## config.mk

```make
export PLATFORM = sky130hd
export DESIGN_NAME = luca_top
export DESIGN_NICKNAME = d
export VERILOG_FILES = /design/src/luca_pkg.sv /design/src/luca_edge_sync.sv /design/src/luca_top.sv
export SDC_FILE = /design/constraint.sdc
export NUM_CORES = 1
export LEC_CHECK = 0
export ABC_AREA = 0
export ABC_CLOCK_PERIOD_IN_PS = 2600
export BUFFER_PORTS_ARGS = -buffer_cell sky130_fd_sc_hd__buf_2
export CORE_MARGIN = 2
export CORE_UTILIZATION = 45
export CTS_BUF_LIST = sky130_fd_sc_hd__clkbuf_2 sky130_fd_sc_hd__clkbuf_4 sky130_fd_sc_hd__clkbuf_8
export DETAILED_ROUTE_END_ITERATION = 10
export PLACE_DENSITY = 0.65
export SETUP_SLACK_MARGIN = 0.2
export SLEW_MARGIN = 20
export SYNTH_ARGS = -nofsm -noshare
export SYNTH_HDL_FRONTEND = slang
export SYNTH_SLANG_ARGS = --single-unit
export TNS_END_PERCENT = 5
```

## constraint.sdc

```tcl
create_clock -name pclk -period 2.6 [get_ports pclk]
set_input_delay 0.52 -clock pclk [delete_from_list [all_inputs] [get_ports pclk]]
set_output_delay 0.52 -clock pclk [all_outputs]
set_load 0.05 [all_outputs]
```

## src/luca_pkg.sv

```systemverilog
// Package of shared constants and types for the line unit control and alarm block.
package luca_pkg;

  // ---------------------------------------------------------------------------
  // Structure
  // ---------------------------------------------------------------------------
  localparam int NUM_CH = 3;

  // ---------------------------------------------------------------------------
  // Register byte offsets (APB, one aligned word each)
  // ---------------------------------------------------------------------------
  localparam logic [7:0] OFS_CTRL = 8'h00;    // Per-channel selects and global pins.
  localparam logic [7:0] OFS_STATUS = 8'h04;  // Alarm and mode status.
  localparam logic [7:0] OFS_VCOUNT = 8'h08;  // Violation counters.
  localparam logic [7:0] OFS_LOSS_IN = 8'h0C; // Loss-of-signal detector inputs per channel.

  // ---------------------------------------------------------------------------
  // Field positions in CTRL (per-channel fields: channel n at base + n)
  // ---------------------------------------------------------------------------
  localparam int CTRL_AONES_POS = 0;
  localparam int CTRL_LLB_POS = 4;
  localparam int CTRL_RLB_POS = 8;
  localparam int CTRL_THR_POS = 12;
  localparam int CTRL_E3_POS = 16;
  localparam int CTRL_MUTE_POS = 20;
  localparam int CTRL_HOST_POS = 21;
  localparam int CTRL_ICT_POS = 22;
  localparam logic [31:0] CTRL_RESET = 32'h0040_0000;  // Test pin high: normal.

  // Field positions in STATUS.
  localparam int STAT_DMO_POS = 0;
  localparam int STAT_LOS_POS = 4;
  localparam int STAT_LOL_POS = 8;
  localparam int STAT_MODE_POS = 12;  // Two bits per channel.

  // ---------------------------------------------------------------------------
  // Timing
  // ---------------------------------------------------------------------------
  localparam int DMO_PERIODS = 128;  // Nominal silent transmit clock periods.
  localparam int DMO_TOL = 32;       // Allowed spread on that count.
  localparam logic [7:0] DMO_LIMIT = 8'(DMO_PERIODS);
  // Lock window: compare counts over this many reference periods.
  localparam int LOCK_WINDOW = 1024;
  // 0.5 percent of the window, in periods.
  localparam int LOCK_TOL_PERMIL = 5;
  localparam logic [11:0] LOCK_TOL = 12'((LOCK_WINDOW * LOCK_TOL_PERMIL) / 1000);
  localparam logic [11:0] LOCK_WIN = 12'(LOCK_WINDOW);
  localparam logic [1:0] UNUSED_SLV = 2'h0;

  // Loopback modes.
  typedef enum logic [1:0] {
    LB_NONE,
    LB_ANALOG_LOCAL,
    LB_REMOTE,
    LB_DIGITAL_LOCAL
  } luca_loop_t;

  // Receive data mux sources.
  typedef enum logic [1:0] {
    RXS_LINE,
    RXS_TX_DATA,
    RXS_MUTED
  } luca_rxsrc_t;

endpackage : luca_pkg

```

## src/luca_edge_sync.sv

```systemverilog
// Edge detector that turns a sampled clock-like input into one-cycle rise pulses.
`timescale 1ns/1ps
`default_nettype none
module luca_edge_sync (
  // Clock and reset.
  input wire logic pclk,
  input wire logic presetn,
  // Sampled level in.
  input wire logic level_in,
  // Registered rise pulse out.
  output logic rise_pulse
);

  // ---------------------------------------------------------------------------
  // Edge detection
  // ---------------------------------------------------------------------------
  logic prev_q;  // Last sampled level.
  logic prev_d;
  logic rise_q;  // Registered pulse.
  logic rise_d;

  // Next values: a rise is a high level after a low one.
  always_comb begin
    prev_d = level_in;
    rise_d = level_in & ~prev_q;
  end

  // Registers only.
  always_ff @(posedge pclk or negedge presetn) begin
    if (!presetn) begin
      prev_q <= 1'b0;
      rise_q <= 1'b0;
    end else begin
      prev_q <= prev_d;
      rise_q <= rise_d;
    end
  end

  assign rise_pulse = rise_q;

endmodule : luca_edge_sync
`default_nettype wire

```

## src/luca_top.sv

```systemverilog
// Control and alarm logic of a three-channel line interface unit, with APB access.
// Behaviour
// - Drive alarm after 128 silent transmit clocks
// - Drive alarm clears on next monitor pulse
// - All-ones select sends continuous bipolar ones
// - One mark per transmit clock period
// - Host mode ignores all-ones, loop, mute
// - Loss flag high while loss declared
// - Loss criteria differ for E3 versus DS3
// - Lock loss when clocks differ over 0.5%
// - Violation pulse per detected violation only
// - Test input low tristates all outputs
// - Threshold select: DS3/STS-1 only, static
// - Local high, remote low: analog local loop
// - Both high: digital local loop
// - Remote high, local low: remote loop
// - Mute enabled: rails low during loss
// - Mute disabled: rails pass during loss
//
// Added by the designer: the address map and the APB interface to the registers.
`timescale 1ns/1ps
`default_nettype none
module luca_top
  import luca_pkg::*;
(
  // APB clock, reset and bus.
  input wire logic pclk,
  input wire logic presetn,
  input wire logic psel,
  input wire logic penable,
  input wire logic pwrite,
  input wire logic [7:0] paddr,
  input wire logic [31:0] pwdata,
  output logic [31:0] prdata,
  output logic pready,
  output logic pslverr,
  // Transmit side, per channel.
  input wire logic [NUM_CH-1:0] tx_clock,
  input wire logic [NUM_CH-1:0] tx_pos_data,
  input wire logic [NUM_CH-1:0] tx_neg_data,
  input wire logic [NUM_CH-1:0] monitor_tip_in,
  input wire logic [NUM_CH-1:0] monitor_ring_in,
  output logic [NUM_CH-1:0] tx_line_tip,
  output logic [NUM_CH-1:0] tx_line_ring,
  output logic [NUM_CH-1:0] tx_line_oe_n,
  // Receive side, per channel.
  input wire logic [NUM_CH-1:0] rx_recovered_clock,
  input wire logic [NUM_CH-1:0] reference_clock_in,
  input wire logic [NUM_CH-1:0] rx_line_pos,
  input wire logic [NUM_CH-1:0] rx_line_neg,
  input wire logic [NUM_CH-1:0] rx_violation_seen,
  output logic [NUM_CH-1:0] rx_positive_rail,
  output logic [NUM_CH-1:0] rx_negative_rail,
  // Alarm outputs, per channel.
  output logic [NUM_CH-1:0] drive_monitor_alarm,
  output logic [NUM_CH-1:0] rx_signal_loss_flag,
  output logic [NUM_CH-1:0] rx_lock_loss_flag,
  output logic [NUM_CH-1:0] code_violation_pulse,
  output logic [NUM_CH-1:0] rx_loopback_mode_lo,
  // Shared enable for all digital outputs (low while driving).
  output logic outputs_oe_n
);

  // ---------------------------------------------------------------------------
  // Decoding functions
  // ---------------------------------------------------------------------------
  // Loopback mode from the two selects; host mode forces none.
  function automatic luca_loop_t loop_decode(input logic llb, input logic rlb,
                                             input logic host);
    if (host) begin
      loop_decode = LB_NONE;
    end else begin
      case ({llb, rlb})
        2'b10: loop_decode = LB_ANALOG_LOCAL;
        2'b11: loop_decode = LB_DIGITAL_LOCAL;
        2'b01: loop_decode = LB_REMOTE;
        default: loop_decode = LB_NONE;
      endcase
    end
  endfunction : loop_decode

  // APB access phase for a given offset.
  function automatic logic hit(input logic [7:0] ofs);
    hit = psel & penable & (paddr == ofs);
  endfunction : hit

  // ---------------------------------------------------------------------------
  // APB register state
  // ---------------------------------------------------------------------------
  logic [31:0] ctrl_q;  // Control pins as written by software.
  logic [31:0] ctrl_d;
  logic [31:0] loss_in_q;  // Loss detector levels, E3 bank low, DS3 bank high.
  logic [31:0] loss_in_d;
  logic [31:0] prdata_q;
  logic [31:0] prdata_d;
  logic pready_q;
  logic pready_d;
  logic pslverr_q;
  logic pslverr_d;
  logic host_mode;  // Host mode pin, taken from control.
  logic mute_en;    // Shared mute enable.
  logic test_n;     // Shared in-circuit test, active low.
  logic [31:0] status_w;
  logic [31:0] vcount_w;

  assign host_mode = ctrl_q[CTRL_HOST_POS];
  assign mute_en = ctrl_q[CTRL_MUTE_POS] & ~host_mode;
  assign test_n = ctrl_q[CTRL_ICT_POS];

  // Bus next state: zero wait states, unmapped offsets answer with an error.
  always_comb begin
    ctrl_d = ctrl_q;
    loss_in_d = loss_in_q;
    prdata_d = prdata_q;
    pready_d = 1'b0;
    pslverr_d = 1'b0;
    if (psel && !penable) begin
      pready_d = 1'b1;  // Ready for the access phase that follows.
      pslverr_d = !(paddr == OFS_CTRL || paddr == OFS_STATUS ||
                    paddr == OFS_VCOUNT || paddr == OFS_LOSS_IN);
      case (paddr)
        OFS_CTRL: prdata_d = ctrl_q;
        OFS_STATUS: prdata_d = status_w;
        OFS_VCOUNT: prdata_d = vcount_w;
        OFS_LOSS_IN: prdata_d = loss_in_q;
        default: prdata_d = 32'h0000_0000;
      endcase
    end
    if (pwrite && hit(OFS_CTRL)) begin
      ctrl_d = pwdata;
    end
    if (pwrite && hit(OFS_LOSS_IN)) begin
      loss_in_d = pwdata;
    end
  end

  // Bus registers only.
  always_ff @(posedge pclk or negedge presetn) begin
    if (!presetn) begin
      ctrl_q <= CTRL_RESET;
      loss_in_q <= 32'h0000_0000;
      prdata_q <= 32'h0000_0000;
      pready_q <= 1'b0;
      pslverr_q <= 1'b0;
    end else begin
      ctrl_q <= ctrl_d;
      loss_in_q <= loss_in_d;
      prdata_q <= prdata_d;
      pready_q <= pready_d;
      pslverr_q <= pslverr_d;
    end
  end

  assign prdata = prdata_q;
  assign pready = pready_q;
  assign pslverr = pslverr_q;

  // ---------------------------------------------------------------------------
  // Per-channel logic
  // ---------------------------------------------------------------------------
  luca_loop_t [NUM_CH-1:0] loop_mode;
  logic [NUM_CH-1:0] dmo_q;
  logic [NUM_CH-1:0] los_q;
  logic [NUM_CH-1:0] lol_q;
  logic [NUM_CH-1:0] lcv_q;
  logic [NUM_CH-1:0] rpos_q;
  logic [NUM_CH-1:0] rneg_q;
  logic [NUM_CH-1:0] ttip_q;
  logic [NUM_CH-1:0] tring_q;
  logic [NUM_CH-1:0] lbm_q;
  logic [7:0] vcnt [NUM_CH];

  genvar ch;
  generate
    for (ch = 0; ch < NUM_CH; ch++) begin : g_ch
      logic txr;  // One-cycle pulse per transmit clock rise.
      logic rcr;  // Recovered clock rise.
      logic rfr;  // Reference clock rise.
      logic [7:0] sil_q;  // Silent transmit periods.
      logic [7:0] sil_d;
      logic dmo_d;
      logic [11:0] ref_q;  // Reference periods in the window.
      logic [11:0] ref_d;
      logic [11:0] rec_q;  // Recovered periods in the window.
      logic [11:0] rec_d;
      logic lol_d;
      logic los_d;
      logic lcv_d;
      logic rpos_d;
      logic rneg_d;
      logic ttip_d;
      logic tring_d;
      logic mark_q;  // Alternating polarity of all-ones marks.
      logic mark_d;
      logic [7:0] vc_q;
      logic [7:0] vc_d;
      logic pulse_seen;
      luca_rxsrc_t src;

      luca_edge_sync u_tx (.pclk(pclk), .presetn(presetn), .level_in(tx_clock[ch]),
                           .rise_pulse(txr));
      luca_edge_sync u_rc (.pclk(pclk), .presetn(presetn),
                           .level_in(rx_recovered_clock[ch]), .rise_pulse(rcr));
      luca_edge_sync u_rf (.pclk(pclk), .presetn(presetn),
                           .level_in(reference_clock_in[ch]), .rise_pulse(rfr));

      assign loop_mode[ch] = loop_decode(ctrl_q[CTRL_LLB_POS + ch],
                                         ctrl_q[CTRL_RLB_POS + ch], host_mode);
      // Monitor taps idle high by pull-up, so low is a mark.
      assign pulse_seen = ~monitor_tip_in[ch] | ~monitor_ring_in[ch];

      // Channel next state.
      always_comb begin
        // Drive monitor: count silent transmit periods.
        sil_d = sil_q;
        dmo_d = dmo_q[ch];
        if (pulse_seen) begin
          sil_d = 8'h00;
          dmo_d = 1'b0;
        end else if (txr) begin
          if (sil_q >= DMO_LIMIT - 8'h01) begin
            dmo_d = 1'b1;
          end else begin
            sil_d = sil_q + 8'h01;
          end
        end
        // Lock: count recovered edges over a window of reference edges.
        ref_d = ref_q;
        rec_d = rcr ? rec_q + 12'h001 : rec_q;
        lol_d = lol_q[ch];
        if (rfr) begin
          if (ref_q == LOCK_WIN - 12'h001) begin
            lol_d = (rec_d > LOCK_WIN + LOCK_TOL) ||
                    (rec_d + LOCK_TOL < LOCK_WIN);
            ref_d = 12'h000;
            rec_d = 12'h000;
          end else begin
            ref_d = ref_q + 12'h001;
          end
        end
        // Loss: E3 bank or DS3 bank by E3 select; threshold select picks the bit within the DS3 bank.
        if (ctrl_q[CTRL_E3_POS + ch]) begin
          los_d = loss_in_q[ch];
        end else begin
          los_d = loss_in_q[16 + 2 * ch + {31'h0, ctrl_q[CTRL_THR_POS + ch]}];
        end
        // Violation pulse follows the detector, low otherwise.
        lcv_d = rx_violation_seen[ch];
        vc_d = (rx_violation_seen[ch] && vc_q != 8'hFF) ? vc_q + 8'h01 : vc_q;
        // Receive source.
        if (mute_en && los_q[ch]) begin
          src = RXS_MUTED;
        end else if (loop_mode[ch] == LB_ANALOG_LOCAL || loop_mode[ch] == LB_DIGITAL_LOCAL) begin
          src = RXS_TX_DATA;
        end else begin
          src = RXS_LINE;
        end
        case (src)
          RXS_TX_DATA: begin
            rpos_d = tx_pos_data[ch];
            rneg_d = tx_neg_data[ch];
          end
          RXS_MUTED: begin
            rpos_d = 1'b0;
            rneg_d = 1'b0;
          end
          default: begin
            rpos_d = rx_line_pos[ch];
            rneg_d = rx_line_neg[ch];
          end
        endcase
        // Transmit: all-ones alternates polarity.
        mark_d = mark_q;
        ttip_d = ttip_q[ch];
        tring_d = tring_q[ch];
        if (txr) begin
          if (ctrl_q[CTRL_AONES_POS + ch] && !host_mode) begin
            mark_d = ~mark_q;
            ttip_d = ~mark_q;
            tring_d = mark_q;
          end else if (loop_mode[ch] == LB_REMOTE) begin
            ttip_d = rx_line_pos[ch];
            tring_d = rx_line_neg[ch];
          end else begin
            ttip_d = tx_pos_data[ch];
            tring_d = tx_neg_data[ch];
          end
        end
      end

      // Channel registers only.
      always_ff @(posedge pclk or negedge presetn) begin
        if (!presetn) begin
          sil_q <= 8'h00;
          dmo_q[ch] <= 1'b0;
          ref_q <= 12'h000;
          rec_q <= 12'h000;
          lol_q[ch] <= 1'b0;
          los_q[ch] <= 1'b0;
          lcv_q[ch] <= 1'b0;
          rpos_q[ch] <= 1'b0;
          rneg_q[ch] <= 1'b0;
          ttip_q[ch] <= 1'b0;
          tring_q[ch] <= 1'b0;
          mark_q <= 1'b0;
          vc_q <= 8'h00;
          lbm_q[ch] <= 1'b0;
        end else begin
          sil_q <= sil_d;
          dmo_q[ch] <= dmo_d;
          ref_q <= ref_d;
          rec_q <= rec_d;
          lol_q[ch] <= lol_d;
          los_q[ch] <= los_d;
          lcv_q[ch] <= lcv_d;
          rpos_q[ch] <= rpos_d;
          rneg_q[ch] <= rneg_d;
          ttip_q[ch] <= ttip_d;
          tring_q[ch] <= tring_d;
          mark_q <= mark_d;
          vc_q <= vc_d;
          lbm_q[ch] <= (loop_mode[ch] != LB_NONE);
        end
      end

      assign vcnt[ch] = vc_q;
      assign status_w[STAT_MODE_POS + 2 * ch +: 2] = loop_mode[ch];
    end
  endgenerate

  // Status word and violation counters for software.
  assign status_w[STAT_DMO_POS +: 4] = {1'b0, dmo_q};
  assign status_w[STAT_LOS_POS +: 4] = {1'b0, los_q};
  assign status_w[STAT_LOL_POS +: 4] = {1'b0, lol_q};
  assign status_w[31:18] = {13'h0000, host_mode};
  assign vcount_w = {8'h00, vcnt[2], vcnt[1], vcnt[0]};

  // ---------------------------------------------------------------------------
  // Output stage
  // ---------------------------------------------------------------------------
  // Registered so the pins change with the data flops.
  logic oe_n_q;
  always_ff @(posedge pclk or negedge presetn) begin
    if (!presetn) begin
      oe_n_q <= 1'b0;
    end else begin
      oe_n_q <= ~test_n;
    end
  end

  assign outputs_oe_n = oe_n_q;
  assign tx_line_oe_n = {NUM_CH{oe_n_q}};
  assign tx_line_tip = ttip_q;
  assign tx_line_ring = tring_q;
  assign rx_positive_rail = rpos_q;
  assign rx_negative_rail = rneg_q;
  assign drive_monitor_alarm = dmo_q;
  assign rx_signal_loss_flag = los_q;
  assign rx_lock_loss_flag = lol_q;
  assign code_violation_pulse = lcv_q;
  assign rx_loopback_mode_lo = lbm_q;

endmodule : luca_top
`default_nettype wire

```

# Yosys cells after proc, flatten, opt, wreduce, memory -nomap -nowiden
# Cells that the tools add are included.
dict set report totals {
  reg_bits 267
  latchBits 0
  ram_bits 0
  mem_bits_ro 0
  out_inout_bits 65
  word_cells 286
  mem_count 0
}
dict set report classes {
  add_sub_neg 18
  mul 0
  div 0
  n_lt_le_gt_ge 12
  eq_ne 36
  shift 0
  n_mux 72
  bitwise 36
  n_reduce_logical 46
}
# operator n
set ops {}
lappend ops {{12-bit two-way mux} 12}
lappend ops {{32-bit one-hot mux with 4 select lines} 1}
lappend ops {{12-bit by 1-bit adder with 12-bit output, second input constant} 6}
lappend ops {{8-bit two-way mux} 9}
lappend ops {{8-bit by 1-bit adder with 8-bit output, second input constant} 6}
lappend ops {{12-bit by 3-bit adder with 12-bit output, second input constant} 3}
lappend ops {{12-bit by 10-bit == test with 1-bit output, second input constant} 3}
lappend ops {{12-bit by 11-bit > comparator with 1-bit output, second input constant} 3}
lappend ops {{12-bit by 11-bit less-than comparator with 1-bit output, second input constant} 3}
lappend ops {{1-bit two-way mux} 32}
lappend ops {{2-bit == test, second input constant} 15}
lappend ops {{8-bit by 7-bit >= comparator with 1-bit output, second input constant} 3}
lappend ops {{8-bit inequality test, second input constant} 3}
lappend ops {{2-bit AND reduction} 12}
lappend ops {{1-bit inverter} 20}
lappend ops {{5-bit by 1-bit adder with 6-bit output, first input constant} 3}
lappend ops {{2-bit by 1-bit == test with 1-bit output, second input constant} 9}
lappend ops {{6-bit less-than comparator, second input constant} 3}
lappend ops {{2-bit one-hot mux with 3 select lines} 3}
lappend ops {{2-bit nonzero test} 9}
lappend ops {{8-bit by 4-bit == test with 1-bit output, second input constant} 2}
lappend ops {{1-bit binary-select mux with 5-bit select} 3}
lappend ops {{1-bit bitwise AND} 13}
lappend ops {{1-bit logical AND} 12}
lappend ops {{8 further kinds} 32}

# Depth between registers and ports, before layout
# Gate-level depths: netlist of the first run.
dict set report logic_depth {
  depth_word 9
  ltp_mapped 8
}

# Cells and area by module
# Synthesis of the first run repeated with hierarchy kept, for this count alone.
dict set report unflattened {
  cells_unflattened 1083
  hier_area_um2 12301.8
}
# mod n_inst cells_per_inst area_each_um2 seq_area_each_um2
set modules_own_cells {}
lappend modules_own_cells {luca_top 1 1056 11727.5 6232.2}
lappend modules_own_cells {luca_edge_sync 9 3 63.8 50.0}

# Worst setup path before layout of the first run
# Ideal clock, no wire load.
dict set report synth_timing {
  kind {register to register}
  startpoint {reg g_ch[1].rec_q[1]}
  endpoint {reg lol_q[1], in the netlist rx_lock_loss_flag[1]}
  t_arrival_ns 1.829
  required_time_ns 2.458
  slack_ns 0.629
  stages_incl_launch_ff 9
  n_path_buf 1
  synth_period_minus_slack_ns 1.971
  cell_sequence {dfrtp_1 ha_1 buf_2 nand4_1 xor2_1 or3_1 nor4_1 a32o_1 a31oi_1}
}
dict set report synth_between {
  elab_chain_cells 5
  word_cells_on_any_way 6
  cone_classes {add/sub: 2; order compare: 2; mux: 1; reduce/logical: 1}
}
# element line
set synth_lines {}
lappend synth_lines {{start: declaration} luca_top.sv:184} ;# logic [11:0] rec_q;
lappend synth_lines {{start signal: assignment} luca_top.sv:312} ;# rec_q <= rec_d;
lappend synth_lines {{12-bit by 1-bit adder with 12-bit output} luca_top.sv:229} ;# rec_d = rcr ? rec_q + 12'h001 : rec_q;
lappend synth_lines {{12-bit two-way mux *} luca_top.sv:229}
lappend synth_lines {{12-bit by 3-bit adder with 12-bit output} luca_top.sv:234} ;# (rec_d + LOCK_TOL < LOCK_WIN);
lappend synth_lines {{12-bit by 11-bit less-than comparator with 1-bit output} luca_top.sv:234}
lappend synth_lines {{1-bit logical OR *} luca_top.sv:233} ;# lol_d = (rec_d > LOCK_WIN + LOCK_TOL) ||
lappend synth_lines {{end signal: indexed assignment} luca_top.sv:313} ;# lol_q[ch] <= lol_d;
lappend synth_lines {{end: declaration} luca_top.sv:164} ;# logic [NUM_CH-1:0] lol_q;
# Mark *: on every way between the ends. The rest lies on a longest branch, timed or not.
# A chain may end at the register's enable or synchronous reset.

# Worst setup path after layout of the first run
dict set report layout_timing {
  startpoint {reg g_ch[1].rec_q[0]}
  endpoint {reg lol_q[1], in the netlist rx_lock_loss_flag[1]}
}
# Same word-level chain as after synthesis.

==> results of run 1 <==
## what timing repair did
| action | CTS | global route |
|---|---|---|
| hold buffers | 1 | 0 |
| resized for setup | 0 | 0 |
| endpoints found under the hold margin | 47 | 0 |
| setup endpoints to repair | 0 | 0 |
## layout by cell type, fill, tap and decap left out, drive strengths merged, types with 26 or more instances in the layout
master / netlist / layout
buf: 28 / 165
nand4: 26 / 26
inv: 28 / 30
clkbuf: 21 / 77
nand3: 31 / 31
nand2: 98 / 98
o21ai: 32 / 32
dfrtp: 266 / 266
xnor2: 62 / 62
xor2: 42 / 42
nor2: 115 / 115
mux2: 83 / 83
## registers in the layout (all words and copies together) (netlist names), 3 cells and up
signal / count
rx_negative_rail: 3
rx_lock_loss_flag: 3
g_ch.vc_q: 24
g_ch.u_rc.rise_pulse: 3
drive_monitor_alarm: 3
rx_loopback_mode_lo: 3
g_ch.rec_q: 36
g_ch.ref_q: 36
g_ch.mark_q: 3
tx_line_ring: 3
g_ch.u_rf.rise_pulse: 3
loss_in_q: 32
g_ch.u_rf.prev_q: 3
ctrl_q: 32
g_ch.u_rc.prev_q: 3
prdata: 32
g_ch.u_tx.prev_q: 3
rx_signal_loss_flag: 3
g_ch.sil_q: 24
tx_line_tip: 3
code_violation_pulse: 3
g_ch.u_tx.rise_pulse: 3
rx_positive_rail: 3
## synthesized netlist by cell type, types with 2 or more instances
library cell / number
a21oi_1: 18
a221oi_1: 2
a22o_1: 20
a22oi_1: 16
a31oi_1: 5
a32oi_1: 3
and2_1: 5
and3_1: 23
and4_1: 8
buf_1: 4
buf_2: 15
buf_4: 7
buf_6: 2
clkbuf_1: 21
dfrtp_1: 266
ha_1: 12
inv_1: 28
mux2_2: 82
mux2i_1: 14
mux4_2: 16
nand2_1: 98
nand2b_1: 6
nand3_1: 31
nand3b_1: 2
nand4_1: 24
nand4_4: 2
nor2_1: 114
nor2b_1: 24
nor3_1: 14
nor3b_1: 4
nor4_1: 4
o211ai_1: 5
o21a_1: 2
o21ai_0: 32
o22ai_1: 3
o2bb2ai_1: 2
o31ai_1: 8
or3_1: 4
or4_1: 2
or4b_1: 2
xnor2_1: 61
xor2_1: 42
## layout make-up
| cell class | count | area share, % |
|---|---|---|
| antenna | 1 | 0.0174 |
| clock inverter | 5 | 0.261 |
| timing repair buffer | 166 | 6.68 |
| multi-input combinational | 728 | 36.3 |
| sequential | 267 | 46.4 |
| clock buffer | 77 | 6.62 |
| tap | 341 | 2.96 |
| inverter | 28 | 0.730 |
## per-stage QoR
step | worst slack (ns) | total power [mW]
floorplan | 0.629 | 6.48
global placement | 0.404 | 6.94
detailed placement | 0.413 | 7.00
CTS | 0.406 | 11.1
global route | 0.257 | 11.6
finish | 0.392 | 10.9
## logic make-up (layout without fill, tap and decap cells)
| group | Yosys count | count (layout) |
|---|---|---|
| AND/OR/NAND/NOR | 372 | 372 |
| XOR/XNOR | 104 | 104 |
| flip-flops | 267 | 267 |
| multiplexers | 113 | 113 |
| AO/OA/AOI/OAI | 127 | 127 |
| adder cells (fa/ha/maj) | 12 | 12 |
| other | 0 | 1 |
| buffers and inverters | 77 | 276 |
## metal layers
layer,GRT usage (%),up-vias
met5,0,-
met4,6.41,2
met3,4.91,65
met2,30.1,230
met1,26.0,4222
li1,-,4092
## power by group
group	switching [mW]	internal, mW
combinational	0.862	0.797
sequential	0.620	4.64
clock	1.69	2.31
total	3.17	7.75
## worst paths after layout
check                                           start                       to  slack [ns]  depth (start not counted)
worst max-delay path                 g_ch[1].rec_q[0]     rx_lock_loss_flag[1]        0.39                          7
worst min-delay path            reference_clock_in[1]      g_ch[1].u_rf.prev_q        0.07                          1
max in group asynchronous                     presetn      g_ch[0].u_tx.prev_q        1.44                          3
worst min register to register    g_ch[2].u_rc.prev_q  g_ch[2].u_rc.rise_pulse        0.39                          1
min in group asynchronous                     presetn         g_ch[2].sil_q[4]        0.47                          2
worst max register to register       g_ch[1].rec_q[0]     rx_lock_loss_flag[1]        0.39                          7
==> results.tsv, run 1 <==
metric	value	unit
ant_nets	0	
yosysSeqAreaShare	54.6	%
syn_to_final_growth	17.6	%
grt_usage	19.1	%
drive_gt1_share	28.3	%
synth_area	0.0122	mm²
rows	60	
num_io_pins	140	
cp_slowest_cell	dfrtp_1	
ys_async_sr_fraction	100	%
clkSinkCount	267	
die_h	169	µm
cts_setup_buffers	0	
yosys.area.top_type	dfrtp_1	
syn_area_per_cell	11.4	µm²
worstSkewPairLatency	0.57	ns
yosys.area_share.simple	14.9	%
synth_compound_area_share	7.20	%
drt-initial-drc-count	474	
whs	0.0686	ns
synth_top_area_share	54.4	%
tns	0	ns
fin_crit_sh	84.9	%
synth_nets	1159	
crit_buf_inv	0	
power_density	759	mW/mm²
place_inst	1529	
synth_cells	1072	
fillCellCount	2381	
ff_latch_area	0.00668	mm²
ir_drop	0.000457	V
via_count	8611	
yosys-top-cells-area	dfrtp_1, mux2_2, xnor2_1, nor2_1, nand2_1	
crit_arrival	2.65	ns
design_area	0.0144	mm²
cp-start-kind	register	
post_drt_wl_per_cell	16.5	µm
start_util	45.7	%
ys_ff_latch	267	
finalCriticalPeriod	2.21	ns
maxCapViolCount	0	
skew	0.0229	ns
drt-met1-wl	12100	µm
crit_chain	ha_1 -> nand4_1 -> xor2_1 -> or3_1 -> nor4_1 -> a32o_1 -> a31oi_1	
post-dp-hpwl	18800	µm
worstSetupEndpointType	register	
routed-wl-met2	12000	µm
rsz0062_at_grt	no	
gp_congestion	0.837	
slew_violations	0	
via_per_inst	5.34	
tritoncts	done	
cts_buffer_depth	3	
synth_xor_area_share	7.50	%
dpl_cell_area	0.0134	mm²
root_buffer	clkbuf_8	
synthAdderAreaFrac	1.23	%
dieArea	0.0285	mm²
finalNetCount	1326	
fmax	453	MHz
cp_max_fo	9	
setup_viol	0	
cp_slowest_stage_delay	0.48	ns
dr.pass1.iters	5	
final_cells	1613	
hold_viol_final	0	
multi_input_area	0.00522	mm²
hold_path_class	input port to register	
max_slew_margin	62.2	%
synth_cell_types	61	
critPathTopFamily	simple AND/OR/NAND/NOR gates	
yosysWarnings	0	
outcome	complete, no violations	
leakagePower	6.87	nW
dr.max_layer_used	met5	
grt_pass1_vias	8637	
die_x	169	µm
synth_top_family_by_area	simple AND/OR/NAND/NOR gates	
routed_wl	26600	µm
cts_made_buffers	48	
synthMuxAreaShare	11.7	%
cp.required	3.04	ns
drcViolationCount	0	
core	0.0268	mm²
path_clk_slew	0.06	ns
final_util	53.7	%
grt-ovfl-total	0	
synth_edf_count	0	
dr_wl_met3	1740	µm
ys.flop_type	dfrtp_1	
io_buffers	139	
grt_max_degree	56	
antenna_found_initial	3	
tightestPinTransition	0.562	ns
htreeDepth	2	
crit_type	register to register	
grt_pass1_wl	44000	µm
Note: power is estimated with default switching activity, not from simulation.
==> inputs of run 2 (changes only) <==
--- a/config.mk
+++ b/config.mk
@@ -6,13 +6,13 @@
 export NUM_CORES = 1
 export LEC_CHECK = 0
 export ABC_AREA = 0
-export ABC_CLOCK_PERIOD_IN_PS = 2600
+export ABC_CLOCK_PERIOD_IN_PS = 2000
 export BUFFER_PORTS_ARGS = -buffer_cell sky130_fd_sc_hd__buf_2
 export CORE_MARGIN = 2
 export CORE_UTILIZATION = 45
 export CTS_BUF_LIST = sky130_fd_sc_hd__clkbuf_2 sky130_fd_sc_hd__clkbuf_4 sky130_fd_sc_hd__clkbuf_8
 export DETAILED_ROUTE_END_ITERATION = 10
-export PLACE_DENSITY = 0.65
+export PLACE_DENSITY = 0.68
 export SETUP_SLACK_MARGIN = 0.2
 export SLEW_MARGIN = 20
 export SYNTH_ARGS = -nofsm -noshare
==> constraint.sdc (replaced) <==
create_clock -name pclk -period 2 [get_ports pclk]
set_input_delay 0.4 -clock pclk [delete_from_list [all_inputs] [get_ports pclk]]
set_output_delay 0.4 -clock pclk [all_outputs]
set_load 0.05 [all_outputs]
==> run 2 against run 1 <==
  * Combinational power grew 60%
  * Routed wire length grew 1.7%
  * Worst setup slack lost 0.33 ns
  * Die area is the same
==> results.tsv, run 2 (synthesis results as in run 1) <==
metric	value	unit	change
maxCapViolCount	0		unchanged
hold_viol_final	0		unchanged
die_h	169	µm	unchanged
crit_arrival	2.35	ns	was 2.65 ns
design_area	0.0148	mm²	was 0.0144 mm²
grt_max_degree	62		was 56
worstHoldEndpoint	code_violation_pulse[0]		was g_ch[1].u_rf.prev_q
hold_path_class	input port to register		unchanged
root_buffer	clkbuf_8		unchanged
syn_to_final_growth	21.1	%	was 17.6%
worstSetupEndpointType	register		unchanged
ir_drop	0.000741	V	was 0.000457 V
start_util	45.7	%	unchanged
final_cells	1653		was 1613
hold_path.startpoint	rx_violation_seen[0]		was reference_clock_in[1]
via_per_inst	5.32		was 5.34
rr_startpoint	g_ch[2].rec_q[2]		was g_ch[1].rec_q[0]
core	0.0268	mm²	unchanged
io_buffers	139		unchanged
final_util	55.3	%	was 53.7%
post-dp-hpwl	18800	µm	about the same
cts_made_buffers	47		was 48
timing.rr.end	rx_lock_loss_flag[2]		was rx_lock_loss_flag[1]
grt_pass1_vias	8781		was 8637
dr.pass1.iters	5		unchanged
fmax	516	MHz	was 453 MHz
finalCriticalPeriod	1.94	ns	was 2.21 ns
tightestPinTransition	0.394	ns	was 0.562 ns
drive_gt1_share	30.6	%	was 28.3%
path_clk_slew	0.06	ns	about the same
ant_nets	0		unchanged
fin_crit_sh	96.9	%	was 84.9%
htreeDepth	2		unchanged
num_io_pins	140		unchanged
tritoncts	done		unchanged
grt_usage	19.2	%	was 19.1%
rsz0062_at_grt	yes		was no
outcome	complete, no violations		unchanged
power_density	986	mW/mm²	was 759 mW/mm²
r2r_setup_slack	0.06	ns	was 0.39 ns
clkSinkCount	267		unchanged
grt_pass1_wl	44300	µm	was 44000 µm
routed_wl	27000	µm	was 26600 µm
finalNetCount	1365		was 1326
layout_commonest_cell	dfrtp_1		unchanged
crit_type	register to register		unchanged
top_regs	g_ch.rec_q x36, g_ch.ref_q x36		unchanged
via_count	8800		was 8611
dieArea	0.0285	mm²	unchanged
die_x	169	µm	unchanged
cp.required	2.41	ns	was 3.04 ns
whs_path_depth	1		unchanged
rows	60		unchanged
worstSkewPairLatency	0.57	ns	about the same
post_drt_wl_per_cell	16.4	µm	was 16.5 µm
grt-ovfl-total	0		unchanged
slew_violations	0		unchanged
drcViolationCount	0		unchanged
cp-start-kind	register		unchanged
gp_congestion	0.835		was 0.837
setup_viol	0		unchanged
drt-initial-drc-count	640		was 474
leakagePower	7.08	nW	was 6.87 nW
layout_common_cells	dfrtp_1, buf_2, nor2_1		unchanged
cp_max_fo	4		was 9
place_inst	1545		was 1529
max_slew_margin	73.8	%	was 62.2%
cts_buffer_depth	3		unchanged
dpl_cell_area	0.0136	mm²	was 0.0134 mm²
worst-r2r-cell-count	8		was 7
skew	0.0293	ns	was 0.0229 ns
antenna_found_initial	5		was 3
## run 2: worst max path at each step
stage | startpoint | to | slack (ns) | cells past startpoint
detailed placement | g_ch[2].rec_q[1] | rx_lock_loss_flag[2] | -0.06 | 7
global route | g_ch[2].rec_q[2] | rx_lock_loss_flag[2] | -0.03 | 8
CTS | g_ch[2].rec_q[0] | rx_lock_loss_flag[2] | 0.09 | 7
floorplan | g_ch[0].rec_q[0] | rx_lock_loss_flag[0] | 0.16 | 8
global placement | g_ch[2].rec_q[1] | rx_lock_loss_flag[2] | 0.09 | 7
finish | g_ch[2].rec_q[2] | rx_lock_loss_flag[2] | 0.06 | 8
## run 2: per-stage QoR
| stage | TNS [ns] | setup slack (ns) | hold WS [ns] | power (mW) |
|---|---|---|---|---|
| after floorplan | 0 | 0.165 | 0.104 | 8.49 |
| after global placement | 0 | 0.0860 | 0.295 | 9.20 |
| after detailed placement | -0.0607 | -0.0607 | 0.292 | 9.29 |
| after CTS | 0 | 0.0904 | 0.000107 | 14.7 |
| after global routing | -0.0256 | -0.0256 | 0.00202 | 15.4 |
| final | 0 | 0.0624 | 0.0179 | 14.6 |
## run 2: what timing repair did
action / CTS / global route
gates cloned: 0 / 0
endpoints found under the setup margin: 4 / 15
hold buffers: 12 / 0
pin swaps: 7 / 3
setup buffers: 10 / 3
gates resized for setup: 7 / 5
hold endpoints to repair: 44 / 0
## run 2: report_power, final
part | switching, mW | leakage, nW | internal, mW | total (mW)
logic | 1.37 | 3.01 | 1.29 | 2.66
registers | 0.707 | 3.54 | 6.04 | 6.75
clock network | 2.17 | 0.529 | 3.04 | 5.21
total | 4.24 | 7.08 | 10.4 | 14.6
## run 2: final cells by class
type                            instances  area [µm²]
Fill cell                            2306       12000
Sequential cell                       267        6690
Multi-Input combinational cell        728        5270
Timing Repair Buffer                  206        1330
Clock buffer                           72         916
Tap cell                              341         427
Inverter                               28         105
Clock inverter                          7        77.6
Antenna cell                            4        10.0
## run 2: worst max-delay path, stage by stage, from the launching register on
cell and delay, ns:
dfrtp_1 0.41, buf_4 0.18, nand4_4 0.15, buf_6 0.16, or4_1 0.40, mux2i_1 0.14, a32oi_1 0.09, o22ai_2 0.20
a31oi_1 0.10
## run 2: routing by layer
metal / vias to the layer above / global-route usage [%] / routed length [µm]
met2: 240 / 31.5 / 12800
met4: 4 / 5.02 / 459
li1: 4168 / - / -
met1: 4335 / 25.8 / 12000
met3: 53 / 4.58 / 1780
met5: - / 0 / 25
==> inputs of run 3 (changes only) <==
--- a/config.mk
+++ b/config.mk
@@ -13,6 +13,7 @@
 export CTS_BUF_LIST = sky130_fd_sc_hd__clkbuf_2 sky130_fd_sc_hd__clkbuf_4 sky130_fd_sc_hd__clkbuf_8
 export DETAILED_ROUTE_END_ITERATION = 10
 export PLACE_DENSITY = 0.68
+export REMOVE_ABC_BUFFERS = 1
 export SETUP_SLACK_MARGIN = 0.2
 export SLEW_MARGIN = 20
 export SYNTH_ARGS = -nofsm -noshare
==> run 3 against run 2 <==
  * Non-clock buffer count is 18 higher
  * Sequential power is 0.7% lower
  * Cell count is 0.85% higher
  * Clock power is 0.8% lower
  * Clock skew is 0.0045 ns lower
  * Sequential cell count stayed put
  * Critical endpoint unchanged
  * Largest power group unchanged
==> results.tsv, run 3 (synthesis results as in run 1) <==
metric	value	unit	change
num_io_pins	140		unchanged
hold_viol_final	0		unchanged
internal-power	10.4	mW	about the same
dr.pass1.iters	5		unchanged
start_util	45.7	%	unchanged
hold_path_class	input port to register		unchanged
worstSkewPairLatency	0.56	ns	was 0.57 ns
cts_buffer_depth	3		unchanged
seqPwrFrac	45.9	%	was 46.2%
gp_congestion	0.832		was 0.835
crit_chain	ha_4 -> and3_4 -> o21ai_1 -> a21oi_1 -> or4b_1 -> o22ai_2 -> a31oi_1		was buf_4 -> nand4_4 -> buf_6 -> or4_1 -> mux2i_1 -> a32oi_1 -> o22ai_2 -> a31oi_1
io_buffers	139		unchanged
rows	60		unchanged
cp.required	2.40	ns	was 2.41 ns
cp_slowest_cell	or4b_1		was dfrtp_1
rsz0062_at_grt	yes		unchanged
critPathTopFamily	simple AND/OR/NAND/NOR gates		unchanged
power_density	975	mW/mm²	was 986 mW/mm²
leakagePower	7.14	nW	was 7.08 nW
crit_buf_inv	0		was 2
tritoncts	done		unchanged
drt-initial-drc-count	459		was 640
maxCapViolCount	0		unchanged
syn_to_final_growth	22.4	%	was 21.1%
tightestPinTransition	0.505	ns	was 0.394 ns
drive_gt1_share	31.6	%	was 30.6%
layout_commonest_cell	dfrtp_1		unchanged
routed_wl	27100	µm	was 27000 µm
crit_type	register to register		unchanged
post-dp-hpwl	18900	µm	was 18800 µm
grt_max_degree	59		was 62
antenna_found_initial	2		was 5
place_ws	0.0123	ns	was -0.0607 ns
die_h	169	µm	unchanged
setup_viol	0		unchanged
fmax	538	MHz	was 516 MHz
grt_pass1_wl	44600	µm	was 44300 µm
via_count	8727		was 8800
grt-ovfl-total	0		unchanged
max_slew_margin	66.4	%	was 73.8%
clkSinkCount	267		unchanged
path_clk_slew	0.06	ns	about the same
cp_slowest_stage_delay	0.51	ns	was 0.41 ns
cts_made_buffers	45		was 47
dieArea	0.0285	mm²	unchanged
cp-start-kind	register		unchanged
pwr-share-comb	18.7	%	was 18.2%
slew_violations	0		unchanged
layout_common_cells	dfrtp_1, buf_2, nor2_1		unchanged
via_per_inst	5.24		was 5.32
crit_arrival	2.26	ns	was 2.35 ns
p_total	14.6	mW	about the same
outcome	complete, no violations		unchanged
p_sw_share	28.6	%	was 29.0%
top_regs	g_ch.rec_q x36, g_ch.ref_q x36		unchanged
drcViolationCount	0		unchanged
finalNetCount	1381		was 1365
post_drt_wl_per_cell	16.3	µm	was 16.4 µm
worstSetupEndpointType	register		unchanged
switchingPower	4.17	mW	was 4.24 mW
ir_drop	0.000543	V	was 0.000741 V
cp_max_fo	7		was 4
worst_slack	0.141	ns	was 0.0624 ns
pwr-share-clk	35.4	%	was 35.6%
die_x	169	µm	unchanged
root_buffer	clkbuf_8		unchanged
tns	0	ns	unchanged
skew	0.0248	ns	was 0.0293 ns
grt_usage	19.4	%	was 19.2%
core	0.0268	mm²	unchanged
fin_crit_sh	92.9	%	was 96.9%
finalCriticalPeriod	1.86	ns	was 1.94 ns
grt_pass1_vias	8954		was 8781
htreeDepth	2		unchanged
ant_nets	0		unchanged
[run 3: through the flow]
stage	util, %	hold WS [ns]	instance area, µm²	cells
6_report	55.9	0.0827	15000	1667
5_1_grt	55.9	0.0738	15000	1667
4_1_cts	55.7	0.0487	14900	1663
3_5_place_dp	51.1	0.382	13700	1562
3_3_place_gp	51.1	0.382	13700	1562
2_1_floorplan	-	0.104	12000	1023
[run 3: area by class of cell]
type                    count  area (µm²)
multi-input cells         728        5310
repair buffers            224        1500
inverters                  28         105
clock inverters             8        93.8
diodes                      2        5.00
fillers                  2288       11800
flip-flops and latches    267        6690
well taps                 341         427
clock buffers              69         868
[run 3: final timing paths]
kind | startpoint | to | slack, ns | cells after the start
min reg2reg | g_ch[0].u_rf.prev_q | g_ch[0].u_rf.rise_pulse | 0.38 | 1
min in group asynchronous | presetn | g_ch[2].sil_q[7] | 0.38 | 2
max | g_ch[2].rec_q[0] | rx_lock_loss_flag[2] | 0.14 | 7
max in group asynchronous | presetn | ctrl_q[22] | 0.86 | 3
min | rx_line_neg[0] | rx_negative_rail[0] | 0.08 | 3
max reg2reg | g_ch[2].rec_q[0] | rx_lock_loss_flag[2] | 0.14 | 7
[run 3: routing by layer]
layer  up-vias  global-route usage, %  routed length (µm)  share of wire, %
li1       4207                      -                   -                 -
met1      4266                   25.8               12200                45
met2       201                   32.7               13000                48
met3        53                   2.97                1220               4.5
met4         0                   6.30                 707               2.6
met5         -                      0                   0                 0
[run 3: power by group through the flow]
stage	Combinational (mW)	Clock, mW	Sequential (mW)
final	2.74	5.17	6.70
after global routing	3.07	5.53	6.81
after CTS	2.70	5.31	6.71
after detailed placement	2.49	0	6.80
after global placement	2.43	0	6.77
after floorplan	1.49	0	6.82
[run 3: timing repair]
action	CTS	global route
hold endpoints to repair	62	0
hold buffers	13	0
gates resized for setup	12	12
buffers inserted	11	2
endpoints found under the setup margin	6	29
gates cloned	0	0
pin swaps	13	5
[run 3: worst reg2reg max path, cell delays in order, from the launching register on]
cell and delay, ns:
dfrtp_1 0.42, ha_4 0.21, and3_4 0.15, o21ai_1 0.13, a21oi_1 0.07, or4b_1 0.51, o22ai_2 0.15, a31oi_1 0.08
